===== src/pkg/lmra_pkg.sv =====
// Shared constants for the mode register access block.
// Assumes a single core clock that oversamples the DRAM command clock.
package lmra_pkg;
   // Command opcodes on CA[4:0] in the cycle where chip select is high
   localparam logic [4:0] CMD_ACT = 5'h01;
   localparam logic [4:0] CMD_WR = 5'h04;
   localparam logic [4:0] CMD_MRW = 5'h06;
   localparam logic [4:0] CMD_MRR = 5'h0e;
   localparam logic [4:0] CMD_PRE = 5'h10;
   // Mode register space
   localparam int MR_AW = 6;
   localparam int MR_DW = 8;
   localparam int MR_COUNT = 64;
   localparam logic [7:0] MR_RESET = 8'h00;
   // Burst and latency defaults, in CK cycles or unit intervals
   localparam int MRR_BL = 16;
   localparam int MRR_DATA_UI = 4;
   localparam int RL_DEF = 14;
   localparam int WL_DEF = 8;
   localparam int WR_BL_DEF = 16;
   localparam int TWTR_CK_DEF = 4;
   // Bank state as seen at the outputs
   typedef enum logic [1:0] {BK_IDLE, BK_ACTIVE, BK_MR_READ, BK_MR_WRITE} lmra_bank_t;
   typedef enum logic [2:0] {DEC_IDLE, DEC_MRR_MA, DEC_MRW_MA, DEC_MRW_D0, DEC_MRW_D1} lmra_dec_t;
endpackage


===== src/pkg/lmra_mr_if.sv =====
// Port between the command logic and the mode register store.
// Assumes both ends run on the core clock.
`timescale 1ns/1ps
`default_nettype none
interface lmra_mr_if;
   logic wr_en;
   logic [5:0] wr_addr;
   logic [7:0] wr_data;
   logic [5:0] rd_addr;
   logic [7:0] rd_data;
   modport ctl (output wr_en, output wr_addr, output wr_data, output rd_addr, input rd_data);
   modport mem (input wr_en, input wr_addr, input wr_data, input rd_addr, output rd_data);
endinterface
`default_nettype wire


===== src/core/lmra_mr_file.sv =====
// Mode register store: 64 bytes in flip-flops, read-only entries masked.
// Assumes write strobes arrive already decoded on the core clock.
`timescale 1ns/1ps
`default_nettype none
module lmra_mr_file #(
   parameter logic [63:0] RO_MASK = 64'h0000_0000_0000_0000,
   parameter logic [7:0] RO_VALUE = 8'h00
) (
   // Clock and reset
   input wire logic core_clk_i,
   input wire logic rst_i,
   // Store port
   lmra_mr_if.mem mr
);
   import lmra_pkg::*;

   logic [MR_DW-1:0] mem_r [MR_COUNT];

   // One flip-flop byte per entry; read-only entries never take a write
   genvar gi;
   generate
      for (gi = 0; gi < MR_COUNT; gi++) begin : g_ent
         always_ff @(posedge core_clk_i) begin
            if (rst_i) begin
               mem_r[gi] <= RO_MASK[gi] ? RO_VALUE : MR_RESET;
            end else if (mr.wr_en && mr.wr_addr == 6'(gi) && !RO_MASK[gi]) begin
               mem_r[gi] <= mr.wr_data;
            end
         end
      end
   endgenerate

   // Read is combinational so the burst can latch it on its first edge
   assign mr.rd_data = mem_r[mr.rd_addr];

   ro_write_a: assert property (@(posedge core_clk_i) disable iff (rst_i)
      mr.wr_en && RO_MASK[mr.wr_addr] |=> mem_r[$past(mr.wr_addr)] == $past(mem_r[mr.wr_addr]))
      else $error("read-only mode register changed by a write");
endmodule
`default_nettype wire


===== src/core/lmra_top.sv =====
// Mode register read/write command logic of the DRAM die.
// Assumes CK, CKE, CS and CA arrive asynchronously and are oversampled by core_clk_i.
//
// How it works
// - tWTR starts at CK rise after write data
// - MRW taken on CK rise, CA carries all
// - writes to read-only registers are ignored
// - MRR/MRW return to starting bank state
// - register data on DQ[7:0] first four UI
// - MRR burst is sixteen UI, uninterruptible
`timescale 1ns/1ps
`default_nettype none
module lmra_top #(
   parameter int RL = lmra_pkg::RL_DEF,
   parameter int WL = lmra_pkg::WL_DEF,
   parameter int WR_BL = lmra_pkg::WR_BL_DEF,
   parameter int TWTR_CK = lmra_pkg::TWTR_CK_DEF,
   parameter logic [63:0] RO_MASK = 64'h0000_0000_0000_0000,
   parameter logic [7:0] RO_VALUE = 8'h00
) (
   // Clock and reset
   input wire logic core_clk_i,
   input wire logic rst_i,
   // Command pins
   input wire logic ck_i,
   input wire logic cke_i,
   input wire logic cs_i,
   input wire logic [5:0] ca_i,
   // Data pins, output side only
   output logic [15:0] dq_o,
   output logic dq_oe_o,
   output logic dqs_o,
   output logic dqs_oe_o,
   // Status
   output logic [1:0] bank_state_o,
   output logic wtr_busy_o
);
   import lmra_pkg::*;

   lmra_mr_if mr ();
   lmra_mr_file #(.RO_MASK(RO_MASK), .RO_VALUE(RO_VALUE)) u_mr (
      .core_clk_i(core_clk_i),
      .rst_i(rst_i),
      .mr(mr.mem)
   );

   logic ck_s1_r, ck_s2_r, ck_s3_r, cke_s1_r, cke_s2_r, cs_s1_r, cs_s2_r;
   logic [5:0] ca_s1_r, ca_s2_r;
   logic ck_rise, ck_fall, cmd_edge, cmd_hi;
   lmra_dec_t dec_r;
   lmra_bank_t bk_r;
   logic ret_active_r;
   logic [5:0] ma_r;
   logic [7:0] wdata_r;
   logic wr_en_r;
   logic lat_run_r, burst_r, burst_done;
   logic [5:0] lat_cnt_r;
   logic [3:0] ui_r;
   logic [7:0] rdata_r;
   logic [7:0] wr_cnt_r;
   logic wr_run_r;
   logic [7:0] wtr_cnt_r;

   // Every pin passes two flops; CK gets a third stage for edge finding
   always_ff @(posedge core_clk_i) begin
      if (rst_i) begin
         ck_s1_r <= 1'b0;
         ck_s2_r <= 1'b0;
         ck_s3_r <= 1'b0;
         cke_s1_r <= 1'b0;
         cke_s2_r <= 1'b0;
         cs_s1_r <= 1'b0;
         cs_s2_r <= 1'b0;
         ca_s1_r <= 6'h00;
         ca_s2_r <= 6'h00;
      end else begin
         ck_s1_r <= ck_i;
         ck_s2_r <= ck_s1_r;
         ck_s3_r <= ck_s2_r;
         cke_s1_r <= cke_i;
         cke_s2_r <= cke_s1_r;
         cs_s1_r <= cs_i;
         cs_s2_r <= cs_s1_r;
         ca_s1_r <= ca_i;
         ca_s2_r <= ca_s1_r;
      end
   end

   // Same sync depth on all pins keeps CA aligned with the CK edge seen
   assign ck_rise = ck_s2_r && !ck_s3_r;
   assign ck_fall = !ck_s2_r && ck_s3_r;
   assign cmd_edge = ck_rise && cke_s2_r;
   assign cmd_hi = cmd_edge && cs_s2_r;

   // Command decoder: MRW is opcode, address, data low six, data high two
   always_ff @(posedge core_clk_i) begin
      if (rst_i) begin
         dec_r <= DEC_IDLE;
         ma_r <= 6'h00;
         wdata_r <= 8'h00;
         wr_en_r <= 1'b0;
      end else begin
         wr_en_r <= 1'b0;
         if (cmd_edge) begin
            case (dec_r)
               DEC_IDLE: begin
                  // A new MRR while one is in flight is dropped: no interruption
                  if (cs_s2_r && ca_s2_r[4:0] == CMD_MRR && !lat_run_r && !burst_r) begin
                     dec_r <= DEC_MRR_MA;
                  end else if (cs_s2_r && ca_s2_r[4:0] == CMD_MRW) begin
                     dec_r <= DEC_MRW_MA;
                  end
               end
               DEC_MRR_MA: begin
                  ma_r <= ca_s2_r;
                  dec_r <= DEC_IDLE;
               end
               DEC_MRW_MA: begin
                  ma_r <= ca_s2_r;
                  dec_r <= DEC_MRW_D0;
               end
               DEC_MRW_D0: begin
                  wdata_r[5:0] <= ca_s2_r;
                  dec_r <= DEC_MRW_D1;
               end
               DEC_MRW_D1: begin
                  wdata_r[7:6] <= ca_s2_r[1:0];
                  wr_en_r <= 1'b1;
                  dec_r <= DEC_IDLE;
               end
               default: dec_r <= DEC_IDLE;
            endcase
         end
      end
   end

   assign mr.wr_en = wr_en_r;
   assign mr.wr_addr = ma_r;
   assign mr.wr_data = wdata_r;
   assign mr.rd_addr = ma_r;
   // Sixteen UI that open on a rise close on the eighth rise after it
   assign burst_done = burst_r && (ck_rise || ck_fall) && ui_r == 4'(MRR_BL - 1);

   // Bank state; the MR states remember where they came from
   always_ff @(posedge core_clk_i) begin
      if (rst_i) begin
         bk_r <= BK_IDLE;
         ret_active_r <= 1'b0;
      end else begin
         case (bk_r)
            BK_IDLE, BK_ACTIVE: begin
               if (dec_r == DEC_MRR_MA && cmd_edge) begin
                  ret_active_r <= (bk_r == BK_ACTIVE);
                  bk_r <= BK_MR_READ;
               end else if (dec_r == DEC_MRW_MA && cmd_edge) begin
                  ret_active_r <= (bk_r == BK_ACTIVE);
                  bk_r <= BK_MR_WRITE;
               end else if (cmd_hi && ca_s2_r[4:0] == CMD_ACT) begin
                  bk_r <= BK_ACTIVE;
               end else if (cmd_hi && ca_s2_r[4:0] == CMD_PRE) begin
                  bk_r <= BK_IDLE;
               end
            end
            BK_MR_READ: begin
               if (burst_done) begin
                  bk_r <= ret_active_r ? BK_ACTIVE : BK_IDLE;
               end
            end
            BK_MR_WRITE: begin
               if (wr_en_r) begin
                  bk_r <= ret_active_r ? BK_ACTIVE : BK_IDLE;
               end
            end
            default: bk_r <= BK_IDLE;
         endcase
      end
   end

   assign bank_state_o = bk_r;

   // Read latency: count RL CK rises from the MRR address cycle
   always_ff @(posedge core_clk_i) begin
      if (rst_i) begin
         lat_run_r <= 1'b0;
         lat_cnt_r <= 6'h00;
      end else if (dec_r == DEC_MRR_MA && cmd_edge) begin
         lat_run_r <= 1'b1;
         lat_cnt_r <= 6'(RL - 1);
      end else if (lat_run_r && ck_rise) begin
         if (lat_cnt_r == 6'h00) begin
            lat_run_r <= 1'b0;
         end else begin
            lat_cnt_r <= lat_cnt_r - 6'h01;
         end
      end
   end

   // Burst: one UI per CK edge, sixteen UI, DQS toggling every UI
   always_ff @(posedge core_clk_i) begin
      if (rst_i) begin
         burst_r <= 1'b0;
         ui_r <= 4'h0;
         rdata_r <= 8'h00;
         dq_o <= 16'h0000;
         dq_oe_o <= 1'b0;
         dqs_o <= 1'b0;
         dqs_oe_o <= 1'b0;
      end else if (lat_run_r && ck_rise && lat_cnt_r == 6'h00) begin
         burst_r <= 1'b1;
         ui_r <= 4'h0;
         rdata_r <= mr.rd_data;
         dq_o <= {8'h00, mr.rd_data};
         dq_oe_o <= 1'b1;
         dqs_o <= 1'b1;
         dqs_oe_o <= 1'b1;
      end else if (burst_done) begin
         burst_r <= 1'b0;
         dq_o <= 16'h0000;
         dq_oe_o <= 1'b0;
         dqs_o <= 1'b0;
         dqs_oe_o <= 1'b0;
      end else if (burst_r && (ck_rise || ck_fall)) begin
         ui_r <= ui_r + 4'h1;
         dqs_o <= !dqs_o;
         // Later UI are defined as don't-care; zeros keep the bus quiet
         dq_o <= (ui_r + 4'h1 < 4'(MRR_DATA_UI)) ? {8'h00, rdata_r} : 16'h0000;
      end
   end

   // Write tracking: the tWTR window opens on the CK rise after the last
   // data edge, so the internal bus turns round before MRR data leaves
   always_ff @(posedge core_clk_i) begin
      if (rst_i) begin
         wr_run_r <= 1'b0;
         wr_cnt_r <= 8'h00;
         wtr_cnt_r <= 8'h00;
         wtr_busy_o <= 1'b0;
      end else begin
         if (cmd_hi && ca_s2_r[4:0] == CMD_WR) begin
            wr_run_r <= 1'b1;
            wr_cnt_r <= 8'(WL + WR_BL / 2);
         end else if (wr_run_r && ck_rise) begin
            if (wr_cnt_r == 8'h00) begin
               wr_run_r <= 1'b0;
               wtr_cnt_r <= 8'(TWTR_CK);
               wtr_busy_o <= 1'b1;
            end else begin
               wr_cnt_r <= wr_cnt_r - 8'h01;
            end
         end
         if (wtr_busy_o && ck_rise && !(wr_run_r && wr_cnt_r == 8'h00)) begin
            wtr_cnt_r <= wtr_cnt_r - 8'h01;
            if (wtr_cnt_r == 8'h01) begin
               wtr_busy_o <= 1'b0;
            end
         end
      end
   end

   mrw_edge_a: assert property (@(posedge core_clk_i) disable iff (rst_i)
      $rose(wr_en_r) |-> $past(ck_rise) && $past(cke_s2_r))
      else $error("mode register write not tied to a CK rise with CKE high");

   burst_len_a: assert property (@(posedge core_clk_i) disable iff (rst_i)
      $fell(dq_oe_o) |-> $past(ui_r) == 4'hf && $past(dqs_o) == 1'b0)
      else $error("MRR burst did not run sixteen UI");

   upper_dq_a: assert property (@(posedge core_clk_i) disable iff (rst_i)
      dq_oe_o && ui_r < 4'h4 |-> dq_o == {8'h00, rdata_r})
      else $error("MRR data missing from the first four UI");

   rd_return_a: assert property (@(posedge core_clk_i) disable iff (rst_i)
      $past(bk_r) == BK_MR_READ && bk_r != BK_MR_READ |->
      bk_r == (ret_active_r ? BK_ACTIVE : BK_IDLE) && !dq_oe_o)
      else $error("MRR left the bank in a different state");

   wr_return_a: assert property (@(posedge core_clk_i) disable iff (rst_i)
      $past(wr_en_r) && $past(bk_r) == BK_MR_WRITE |-> bk_r != BK_MR_WRITE)
      else $error("MRW did not return to the bank state");

   wtr_start_a: assert property (@(posedge core_clk_i) disable iff (rst_i)
      $rose(wtr_busy_o) |-> $past(ck_rise) && wtr_cnt_r == 8'(TWTR_CK))
      else $error("tWTR window did not open on a CK rise");
endmodule
`default_nettype wire


===== config.mk =====
export PLATFORM = sky130hd
export DESIGN_NAME = lmra_top
export DESIGN_NICKNAME = d
export VERILOG_FILES = /design/src/pkg/lmra_pkg.sv /design/src/pkg/lmra_mr_if.sv /design/src/core/lmra_mr_file.sv /design/src/core/lmra_top.sv
export SDC_FILE = /design/constraint.sdc
export NUM_CORES = 1
export LEC_CHECK = 0
export BUFFER_PORTS_ARGS = -buffer_cell sky130_fd_sc_hd__buf_4
export CAP_MARGIN = 20
export CELL_PAD_IN_SITES_DETAIL_PLACEMENT = 1
export CELL_PAD_IN_SITES_GLOBAL_PLACEMENT = 2
export CORE_MARGIN = 2
export CORE_UTILIZATION = 40
export CTS_CLUSTER_SIZE = 30
export DETAILED_ROUTE_END_ITERATION = 10
export GPL_TIMING_DRIVEN = 0
export PLACE_DENSITY = 0.73
export SYNTH_ARGS = -nofsm -noshare
export SYNTH_HDL_FRONTEND = slang
export SYNTH_SLANG_ARGS = --single-unit

===== constraint.sdc =====
create_clock -name core_clk_i -period 3 [get_ports core_clk_i]
set_clock_uncertainty 0.1 [all_clocks]
set_input_delay 0.75 -clock core_clk_i [delete_from_list [all_inputs] [get_ports core_clk_i]]
set_output_delay 0.75 -clock core_clk_i [all_outputs]
set_load 0.02 [all_outputs]

# Yosys cells after proc, flatten, opt, wreduce, memory -nomap -nowiden
# Memories as Yosys holds them, arrays and structs flattened. A register that Yosys moved wholly into a read port is not among the register bits.
# Index checks and enable logic that the tools add are counted.
word_totals:
  elab_cells: 617
  input_bits: 11
  mem_bits_rw: 512
  memories: 1
  out_inout_bits: 22
  ff_bits: 87
mem_list:
  columns: ["memory", "words", "width", "rd", "rd_clocked_by_memory_dff", "wr", "line_no", "text"]
  rows:
  - ["u_mr.mem_r", 64, 8, 1, 1, 64, "lmra_mr_file.sv:17", "logic [MR_DW-1:0] mem_r [MR_COUNT];"]
classes:
  addsub: 4
  n_reduce_logical: 126
  order_cmp: 1
  bitwise_logic: 68
  eq_ne: 84
  muxes: 304
ops:
  columns: ["operator", "count"]
  rows:
  - ["$mux W8", 72]
  - ["$mux W1", 214]
  - ["$eq A6 B6 Y1 const B", 32]
  - ["$eq A6 B5 Y1 const B", 16]
  - ["$logic_and A1 B1 Y1", 85]
  - ["$or A1 B1 Y1", 64]
  - ["$eq A6 B4 Y1 const B", 8]
  - ["$eq A6 B3 Y1 const B", 4]
  - ["$reduce_and A2 Y1", 12]
  - ["$reduce_bool A2 Y1", 8]
  - ["$sub A8 B1 Y8 const B", 2]
  - ["$mux W5", 3]
  - ["$eq A6 B2 Y1 const B", 2]
  - ["$logic_not A6 Y1", 2]
  - ["$mux W2", 6]
  - ["$mux W4", 3]
  - ["$mux W6", 2]
  - ["$reduce_or A2 Y1", 6]
  - ["$eq A5 B3 Y1 const B", 2]
  - ["$pmux W3 S3", 1]
  - ["$eq A8 B1 Y1 const B", 1]
  - ["$logic_not A8 Y1", 1]
  - ["$ne A2 B2 Y1 const B", 4]
  - ["$eq A3 B2 Y1 const B", 2]
  - ["other kinds (24)", 35]

# Longest topological paths before layout
# Gate-level depths: netlist of run 1.
depth:
  depth_word: 10
  ltp_mapped: 10
  ltp_nobuf: 8

# By module
# Synthesis of run 1 repeated with hierarchy kept, for this count alone.
hier_totals:
  hier_cells: 1963
  area_unflattened_um2: 27385.0
by_module_without_submodules:
  columns: ["mod", "area_each_um2", "instances", "cells_per_inst", "seq_area_each_um2"]
  rows:
  - ["lmra_mr_file", 23820.3, 1, 1573, 15374.7]
  - ["lmra_top", 3564.7, 1, 390, 1741.7]

# Least setup slack after synthesis of run 1
# No wires, ideal clock.
synth_path:
  path_type: "input to register"
  startpoint: "in rst_i"
  endpoint: "mem u_mr.mem_r[0][0], enable pin"
  required_time_ns: 2.525
  setup_ns: 0.375
  t_arrival_ns: 1.824
  path_stages: 4
  path_buffers: 3
  setup_slack_ns: 0.702
  cell_sequence: "clkbuf_1 -> clkbuf_1 -> clkbuf_1 -> o21bai_1"
synth_lines:
  columns: ["item", "line_no", "text"]
  rows:
  - ["from (decl)", "lmra_top.sv:23", "input wire logic rst_i,"]
  - ["to (decl)", "lmra_mr_file.sv:17", null]

==> results of run 1 <==
[synth_stat cells (3+ instances only)]
library cell    n
nand3_1        20
buf_2          19
nand4_1         5
a31oi_1         6
a311oi_1        3
mux2i_1        53
a221oi_1       12
o21ai_1         4
o2bb2a_1        3
ha_1            6
nand3b_1        5
or2_2           9
buf_1           4
xor2_1          7
nor2_1        148
nor2b_1        44
a211oi_1       20
o21ai_0        13
edfxtp_1      512
or3_1           5
mux4_2         96
dfxtp_1        93
and2_1        515
o22ai_1        21
and3_1          6
o41ai_1         7
o21bai_1       64
buf_6           3
nor3_1         17
buf_4          25
clkbuf_1       97
xnor2_1         7
mux2_2         51
a21oi_1        30
nand2b_1        9
o2111ai_1       4
nor4_1          3
nand2_1        43
inv_1          14
a2111oi_0       3
[power by group through the flow]
stage          clock, W  sequential [W]  combinational [W]
6_report        0.00815         0.00941           0.000504
3_5_place_dp          0         0.00959           0.000482
5_1_grt         0.00856         0.00943           0.000532
4_1_cts         0.00827         0.00941           0.000500
3_3_place_gp          0         0.00957           0.000474
2_1_floorplan         0         0.00954           0.000293
[cells by family after synthesis]
logic type                 share of synthesized area
and+or+nand+nor                                0.172
DFF                                            0.621
AOI/OAI and AO/OA                             0.0529
muxes                                          0.119
buffers and inverters                         0.0284
xor gates and xnor gates                     0.00441
adders and majority gates                    0.00270
other                                       0.000135
[registers in the layout (all words and copies together), names as in the netlist, 2 cells and up, named ones only]
name	cells
u_mr.mem_r	512
dq_o	8
mr.wr_data	8
rdata_r	8
wr_cnt_r	8
wtr_cnt_r	8
ca_s1_r	6
ca_s2_r	6
lat_cnt_r	6
ma_r	6
ui_r	4
dec_r	3
bank_state_o	2
[metrics by stage]
stage | util | total power [W]
2_1_floorplan | - | 0.00984
3_3_place_gp | 0.424 | 0.0100
3_5_place_dp | 0.425 | 0.0101
4_1_cts | 0.460 | 0.0182
5_1_grt | 0.464 | 0.0185
6_report | 0.464 | 0.0181
[metal layers]
| layer | wire [um] | vias to the layer above |
|---|---|---|
| li1 | - | 7651 |
| met5 | 0 | - |
| met1 | 39900 | 9268 |
| met3 | 5720 | 157 |
| met2 | 44200 | 632 |
| met4 | 3270 | 0 |
[path summary, 6_finish.rpt]
check | to | slack [ps] | cells after the start
min | ck_s1_r$_SDFF_PP0_ | 250 | 2
max | u_mr.mem_r[43][5]$_SDFFCE_PN0P_ | -100 | 3
min reg2reg | cs_s2_r$_SDFF_PP0_ | 340 | 1
max reg2reg | u_mr.mem_r[43][5]$_SDFFCE_PN0P_ | -100 | 3
[final cells by class]
| class | instances | area [um2] |
|---|---|---|
| fill | 6985 | 36900 |
| sequential | 605 | 17200 |
| multi-input combinational | 1277 | 10100 |
| clock buffer | 86 | 1840 |
| tap | 931 | 1160 |
| buffer | 151 | 901 |
| clock inverter | 35 | 289 |
| timing repair buffer | 35 | 268 |
| inverter | 14 | 52.6 |
| antenna | 2 | 5.00 |
[critical path, stage by stage, from the launching register on]
cell,delay (ps)
dfxtp_1,480
nor2b_1,320
nand3_1,730
o21bai_1,1070
[what timing repair did]
| action | CTS | global route |
|---|---|---|
| pin swaps | 3 | 0 |
| setup endpoints to repair | 114 | 165 |
| hold endpoints to repair | 0 | 0 |
| buffers inserted | 3 | 3 |
| hold buffers | 0 | 0 |
| cloned | 0 | 0 |
| gates resized for setup | 75 | 48 |
==> flow_metrics.py, run 1 <==
metrics = {
    "power_and_ir_drop": {
        "seqPwrFrac": 0.521,
        "clockPowerShare": 0.451,
        "combPwrFrac": 0.028,
        "power_density_nw_per_um2": 567,
        "leakagePower_nw": 11.0,
        "ir_drop_v": 0.000359,
        "switching_share": 0.214,
        "p_switching_w": 0.00387,
        "p_int_w": 0.0142,
    },
    "floorplan": {
        "core_area_um2": 68700,
        "die_h_um": 268,
        "fp.dieW_um": 268,
        "rows": 96,
        "dieArea_um2": 71600,
        "num_io_pins": 33,
        "start_util": 0.404,
    },
    "detailed_routing": {
        "wl_um": 93100,
        "routed-via-count": 17700,
        "drc": 0,
        "vias_per_cell": 5.65,
        "drt_iter0_drc": 1796,
        "wl_per_cell_um": 29.7,
        "firstDrtPassIters": 5,
        "ant_nets": 0,
    },
    "yosys": {
        "ys_seq_area_frac": 0.621,
        "syn-instance-count": 2040,
        "synth_top_area_cell": "edfxtp_1",
        "synth.yosys.warnings": 0,
        "synth_area_um2": 27800,
        "yosysTopAreaCellShare": 0.554,
        "synth_area_leaders": "edfxtp_1, and2_1, mux4_2",
        "synthFlopType": "edfxtp_1",
        "avgSynthCellArea_um2": 13.6,
        "synth_edf_count": 512,
        "synth-async-reset-ratio": 0,
        "synthDistinctLibCells": 66,
        "synth_seq_cells": 605,
    },
    "timing": {
        "fin_crit_ps": 3100,
        "finalCritPeriodShare": 1.03,
        "tns_ps": -1800,
        "setup_slack_ps": -105,
        "max_freq_mhz": 322,
        "setup_viol": 33,
        "hold_viol": 0,
        "drv_slew": 0,
        "fin_hold_ws_ps": 247,
        "rsz0062_at_grt": "true",
        "slew_headroom": 0.268,
        "worst_slew_pin_slew_ps": 1100,
    },
    "setup_path": {
        "cp.required_ps": 3130,
        "cp-start-kind": "flip-flop",
        "critPathArrivalTime_ps": 3240,
        "crit_fanout": 8,
        "worstSetupEndpointType": "flip-flop",
        "timing.rr.start": "ma_r[1]$_SDFFE_PP0N_",
        "path_class": "reg -> reg",
        "crit_start": "ma_r[1]$_SDFFE_PP0N_",
    },
    "global_route": {
        "use_met3": 0.0369,
        "use_met1": 0.363,
        "grtUsageMet2": 0.432,
        "antenna_found_initial": 3,
        "grt_pass1_vias": 18300,
        "grt_pass1_wl_um": 133000,
        "grt_start_max_net_pins": 14,
        "grt_overflow_total": 0,
        "grt.busiest_layer": "met2",
        "grt_usage": 0.265,
    },
    "status": {
        "outcome": "finished with violations",
        "violations": "setup timing",
    },
    "placement": {
        "place_area_um2": 29200,
        "dpl.cell_count": 3004,
        "dp_slack_ps": -965,
        "portBuffers": 24,
        "dp_hpwl_um": 65700,
        "globalplace.congestion": 0.946,
    },
    "final_layout": {
        "design_area_um2": 31900,
        "drive_above_1_share": 0.181,
        "area_delta_synth_final_pct": 14.7,
        "final_common_cell": "and2_1",
        "final_nets": 2169,
        "most-common-layout-cells": "and2_1, edfxtp_1, nor2_1",
        "layoutNonFillerInstCount": 3136,
    },
    "worst_hold_path": {
        "hp-start": "ck_i",
        "hold_class": "in -> reg",
    },
    "clock_tree": {
        "numCtsBuffers": 68,
        "insertion_delay_ps": 610,
        "cts-root-buf": "clkbuf_16",
        "clock-sinks": 605,
        "cts_tree": "yes",
        "htree_levels": 3,
        "cts_buffer_depth": 3,
        "path_clk_slew_ps": 60,
    },
    "job": {
        "cap_violations": 0,
    },
}
(Power assumes the default switching activity.)
==> run 2: changes to the inputs <==
- SKIP_CTS_REPAIR_TIMING: unset -> 1
==> run 2 against run 1 <==
The flow still finishes with violations (setup timing). First-iteration DRC count decreased by 5.6%. Sequential share of layout area increased by 0.051 points. Wire length increased by 0.33%. Utilization about the same. Critical path depth increased by 3. Flip-flop and latch count unchanged. Highest routed layer unchanged. Hold slack got worse by 1.5 ps. Clock power about the same. Combinational power about the same. Largest cell class unchanged. Sequential power about the same.
==> flow_metrics.py, run 2 (synthesis results as in run 1) <==
metrics = {
    "timing": {
        "max_freq_mhz": 320,
        "worst_slew_pin_slew_ps": 1100,
        "setup_slack_ps": -122,
        "drv_slew": 0,
        "fin_crit_ps": 3120,
        "finalCritPeriodShare": 1.04,
        "slew_headroom": 0.263,
        "rsz0062_at_grt": "true",
        "hold_viol": 0,
        "setup_viol": 76,
    },
    "global_route": {
        "grt_pass1_wl_um": 132000,
        "grtUsageMet2": 0.426,
        "use_met3": 0.0357,
        "antenna_found_initial": 1,
        "grt_overflow_total": 0,
        "grt.busiest_layer": "met2",
        "grt_usage": 0.264,
        "grt_pass1_vias": 18300,
        "use_met1": 0.363,
        "grt_start_max_net_pins": 14,
    },
    "setup_path": {
        "timing.rr.start": "ma_r[4]$_SDFFE_PP0N_",
        "worstSetupEndpointType": "flip-flop",
        "regToRegSetupSlack_ps": -120,
        "crit_path_end": "u_mr.mem_r[47][5]$_SDFFCE_PN0P_",
        "crit_fanout": 10,
        "worst-r2r-cell-count": 6,
        "worstReg2RegEnd": "u_mr.mem_r[47][5]$_SDFFCE_PN0P_",
        "path_class": "reg -> reg",
        "critPathArrivalTime_ps": 3500,
        "cp-start-kind": "flip-flop",
        "cp.required_ps": 3380,
        "crit_start": "ma_r[4]$_SDFFE_PP0N_",
    },
    "detailed_routing": {
        "firstDrtPassIters": 5,
        "vias_per_cell": 5.64,
        "wl_um": 93400,
        "ant_nets": 0,
        "routed-via-count": 17700,
        "drc": 0,
        "wl_per_cell_um": 29.8,
        "drt_iter0_drc": 1695,
    },
    "final_layout": {
        "final_common_cell": "and2_1",
        "max_flop_register": "u_mr.mem_r",
        "most-common-layout-cells": "and2_1, edfxtp_1, nor2_1",
        "final_nets": 2169,
        "area_delta_synth_final_pct": 14.6,
        "design_area_um2": 31800,
        "largest_reg_flops": 512,
        "drive_above_1_share": 0.177,
    },
    "placement": {
        "globalplace.congestion": 0.946,
        "dp_hpwl_um": 65700,
        "portBuffers": 24,
        "place_area_um2": 29200,
    },
    "clock_tree": {
        "clock-sinks": 605,
        "numCtsBuffers": 68,
        "cts_buffer_depth": 3,
        "insertion_delay_ps": 610,
        "cts-root-buf": "clkbuf_16",
        "htree_levels": 3,
        "path_clk_slew_ps": 60,
        "cts_tree": "yes",
    },
    "floorplan": {
        "num_io_pins": 33,
        "core_area_um2": 68700,
        "die_h_um": 268,
        "rows": 96,
        "start_util": 0.404,
        "fp.dieW_um": 268,
        "dieArea_um2": 71600,
    },
    "worst_hold_path": {
        "hold_class": "in -> reg",
    },
    "power_and_ir_drop": {
        "leakagePower_nw": 11.0,
        "power_w": 0.0181,
        "ir_drop_v": 0.000360,
        "power_density_nw_per_um2": 568,
    },
    "status": {
        "outcome": "finished with violations",
        "violations": "setup timing",
    },
    "job": {
        "cap_violations": 0,
    },
}
==> run 2: worst max-delay path, stage by stage, from the launching register on <==
cell	delay, ps
dfxtp_1	340
nand3b_1	560
or2_2	490
clkbuf_1	190
clkbuf_1	380
nor2_1	680
and2_1	230
==> run 2: worst min path at each step <==
| stage | endpoint | cells past startpoint | start |
|---|---|---|---|
| CTS | ck_s1_r$_SDFF_PP0_ | 2 | ck_i |
| floorplan | ca_s2_r[0]$_SDFF_PP0_ | 1 | ca_s1_r[0]$_SDFF_PP0_ |
| global placement | cke_s2_r$_SDFF_PP0_ | 1 | cke_s1_r$_SDFF_PP0_ |
| finish | ck_s1_r$_SDFF_PP0_ | 2 | ck_i |
| detailed placement | cs_s2_r$_SDFF_PP0_ | 1 | cs_s1_r$_SDFF_PP0_ |
| global route | ck_s1_r$_SDFF_PP0_ | 2 | ck_i |
==> run 2: metal layers <==
| layer | share of wire | wire (um) |
|---|---|---|
| met5 | 0 | 0 |
| met4 | 0.032 | 2970 |
| met3 | 0.059 | 5520 |
| met2 | 0.48 | 44800 |
| met1 | 0.43 | 40100 |
==> run 2: stage by stage <==
stage | TNS [ps] | hold slack (ps) | worst slack, ps | util | instances
finish | -4060 | 246 | -122 | 0.463 | 3135
global route | -7610 | 252 | -172 | 0.463 | 3134
CTS | -16850 | 218 | -993 | 0.456 | 3125
detailed placement | -162490 | 330 | -965 | 0.425 | 3004
global placement | -163490 | 320 | -1190 | 0.424 | 3002
floorplan | 0 | 314 | 702 | - | 2047
==> run 2: layout make-up <==
cell class                      instances  area [um2]
Inverter                               14        52.6
Clock inverter                         35         289
Antenna cell                            1        2.50
Multi-Input combinational cell       1277       10100
Tap cell                              931        1160
Timing Repair Buffer                   35         268
Sequential cell                       605       17200
Buffer                                151         887
Clock buffer                           86        1840
Fill cell                            6975       36900
==> run 2: power breakdown <==
group | leakage [nW] | switching [W] | total (W) | internal (W)
Sequential | 6.04 | 0.0000745 | 0.00941 | 0.00933
Clock | 1.04 | 0.00347 | 0.00817 | 0.00470
Combinational | 3.91 | 0.000339 | 0.000506 | 0.000167
Total | 11.0 | 0.00389 | 0.0181 | 0.0142
==> run 3: changes to the inputs <==
- CORE_UTILIZATION: 40 -> 35
- PLACE_DENSITY: 0.73 -> 0.65
==> run 3 against run 2 <==
The flow still finishes with violations (setup timing). Flip-flop and latch count did not move. Die area rose by 14%. Combinational power rose by 2%. First-iteration DRC count fell by 9.7%. Final area rose by 1.1%. Wire length rose by 2.7%. Via count fell by 1.7%. Count of clock-buffer cells in the layout rose by 13. Register-to-register slack improved by 60 ps. Critical endpoint is now dq_o[1]$_SDFFE_PP0P_. Sequential share of layout area fell by 0.57 points. Critical path depth rose by 3. Highest routed layer unchanged.
==> flow_metrics.py, run 3 (synthesis results as in run 1) <==
metrics = {
    "power_and_ir_drop": {
        "leakagePower_nw": 11.1,
        "seqPwrFrac": 0.516,
        "p_switching_w": 0.00401,
        "combPwrFrac": 0.028,
        "clockPowerShare": 0.456,
        "ir_drop_v": 0.000310,
        "p_int_w": 0.0142,
        "switching_share": 0.220,
        "power_density_nw_per_um2": 567,
    },
    "final_layout": {
        "most-common-layout-cells": "and2_1, edfxtp_1, nor2_1",
        "fin_util": 0.408,
        "final_nets": 2176,
        "largest_reg_flops": 512,
        "layoutNonFillerInstCount": 3270,
        "max_flop_register": "u_mr.mem_r",
        "drive_above_1_share": 0.189,
        "area_delta_synth_final_pct": 15.8,
        "final_common_cell": "and2_1",
    },
    "detailed_routing": {
        "firstDrtPassIters": 5,
        "vias_per_cell": 5.32,
        "wl_um": 95900,
        "ant_nets": 0,
        "wl_per_cell_um": 29.3,
        "drt_iter0_drc": 1531,
        "routed-via-count": 17400,
        "drc": 0,
    },
    "floorplan": {
        "rows": 103,
        "die_h_um": 286,
        "dieArea_um2": 81600,
        "num_io_pins": 33,
        "fp.dieW_um": 286,
        "start_util": 0.353,
        "core_area_um2": 78700,
    },
    "timing": {
        "setup_slack_ps": -61.5,
        "hold_viol": 0,
        "fin_hold_ws_ps": 251,
        "drv_slew": 0,
        "finalCritPeriodShare": 1.02,
        "fin_crit_ps": 3060,
        "rsz0062_at_grt": "true",
        "slew_headroom": 0.300,
        "setup_viol": 10,
        "max_freq_mhz": 327,
        "worst_slew_pin_slew_ps": 1050,
    },
    "global_route": {
        "grt_pass1_wl_um": 137000,
        "grt_overflow_total": 0,
        "grt_pass1_vias": 18400,
        "grt_usage": 0.237,
        "antenna_found_initial": 5,
        "grt_start_max_net_pins": 13,
    },
    "job": {
        "cap_violations": 0,
    },
    "setup_path": {
        "worstSetupEndpointType": "flip-flop",
        "path_class": "reg -> reg",
        "crit_fanout": 10,
        "critPathArrivalTime_ps": 3480,
        "cp.required_ps": 3410,
        "cp-start-kind": "flip-flop",
    },
    "placement": {
        "globalplace.congestion": 0.941,
        "portBuffers": 24,
        "dp_hpwl_um": 68000,
        "dpl.cell_count": 3125,
        "dp_slack_ps": -1030,
    },
    "clock_tree": {
        "insertion_delay_ps": 630,
        "cts_tree": "yes",
        "numCtsBuffers": 71,
        "clock-sinks": 605,
        "htree_levels": 3,
        "cts_buffer_depth": 3,
        "path_clk_slew_ps": 60,
        "cts-root-buf": "clkbuf_16",
    },
    "worst_hold_path": {
        "hold_class": "in -> reg",
        "hp-start": "ck_i",
    },
    "status": {
        "outcome": "finished with violations",
        "violations": "setup timing",
    },
}
==> run 3: changes by cell type in the layout (fill, tap and decap cells not counted), sizes merged <==
cell      previous run  this run
clkinvlp             2         1
inv                 18        17
buf                 83        89
clkbuf             189       200
clkinv              25        23
diode                1         6
bufinv               4         2
==> run 3: power by group through the flow <==
stage / combinational, W / sequential (W) / clock [W]
2_1_floorplan: 0.000293 / 0.00954 / 0
3_3_place_gp: 0.000479 / 0.00958 / 0
3_5_place_dp: 0.000487 / 0.00959 / 0
4_1_cts: 0.000488 / 0.00941 / 0.00845
5_1_grt: 0.000547 / 0.00943 / 0.00878
6_report: 0.000516 / 0.00941 / 0.00832
==> run 3: final cells by class <==
class,instances,area [um2]
inverters,14,52.6
plain buffers,151,901
flip-flops and latches,605,17200
diodes,6,15.0
repair buffers,39,308
well taps,1050,1310
multi-input cells,1277,10100
fillers,8068,46600
clock inverters,29,246
clock buffers,99,1940
==> run 3: path summary, 6_finish.rpt <==
kind                                         endpoint  slack [ps]  depth (start not counted)
worst max-delay path             dq_o[1]$_SDFFE_PP0P_         -60                          9
worst min-delay path               ck_s1_r$_SDFF_PP0_         250                          2
worst max register to register   dq_o[1]$_SDFFE_PP0P_         -60                          9
worst min register to register  ca_s2_r[4]$_SDFF_PP0_         340                          1
==> run 3: routing by layer <==
layer | vias up | part of all wire | track usage | routed length (um)
li1 | 7669 | - | - | -
met4 | 0 | 0.037 | 0.0881 | 3510
met5 | - | 0 | 0 | 0
met2 | 478 | 0.47 | 0.378 | 45100
met3 | 144 | 0.056 | 0.0401 | 5330
met1 | 9103 | 0.44 | 0.325 | 42000
==> run 3: worst max-delay path, cell delays in order (launching register included) <==
cell	delay (ps)
dfxtp_1	440
clkbuf_4	340
clkbuf_4	340
buf_4	430
mux2i_4	370
nand2_1	190
o2111a_1	280
a311oi_4	210
buf_4	190
nor2_1	60
==> run 3: per-stage QoR <==
stage	power [W]	setup TNS, ps	area [um2]
after CTS	0.0183	-29910	31500
after detailed placement	0.0101	-234740	29300
after global placement	0.0101	-222930	29300
after global routing	0.0188	-3960	32100
final	0.0182	-199	32200
after floorplan	0.00984	0	27800
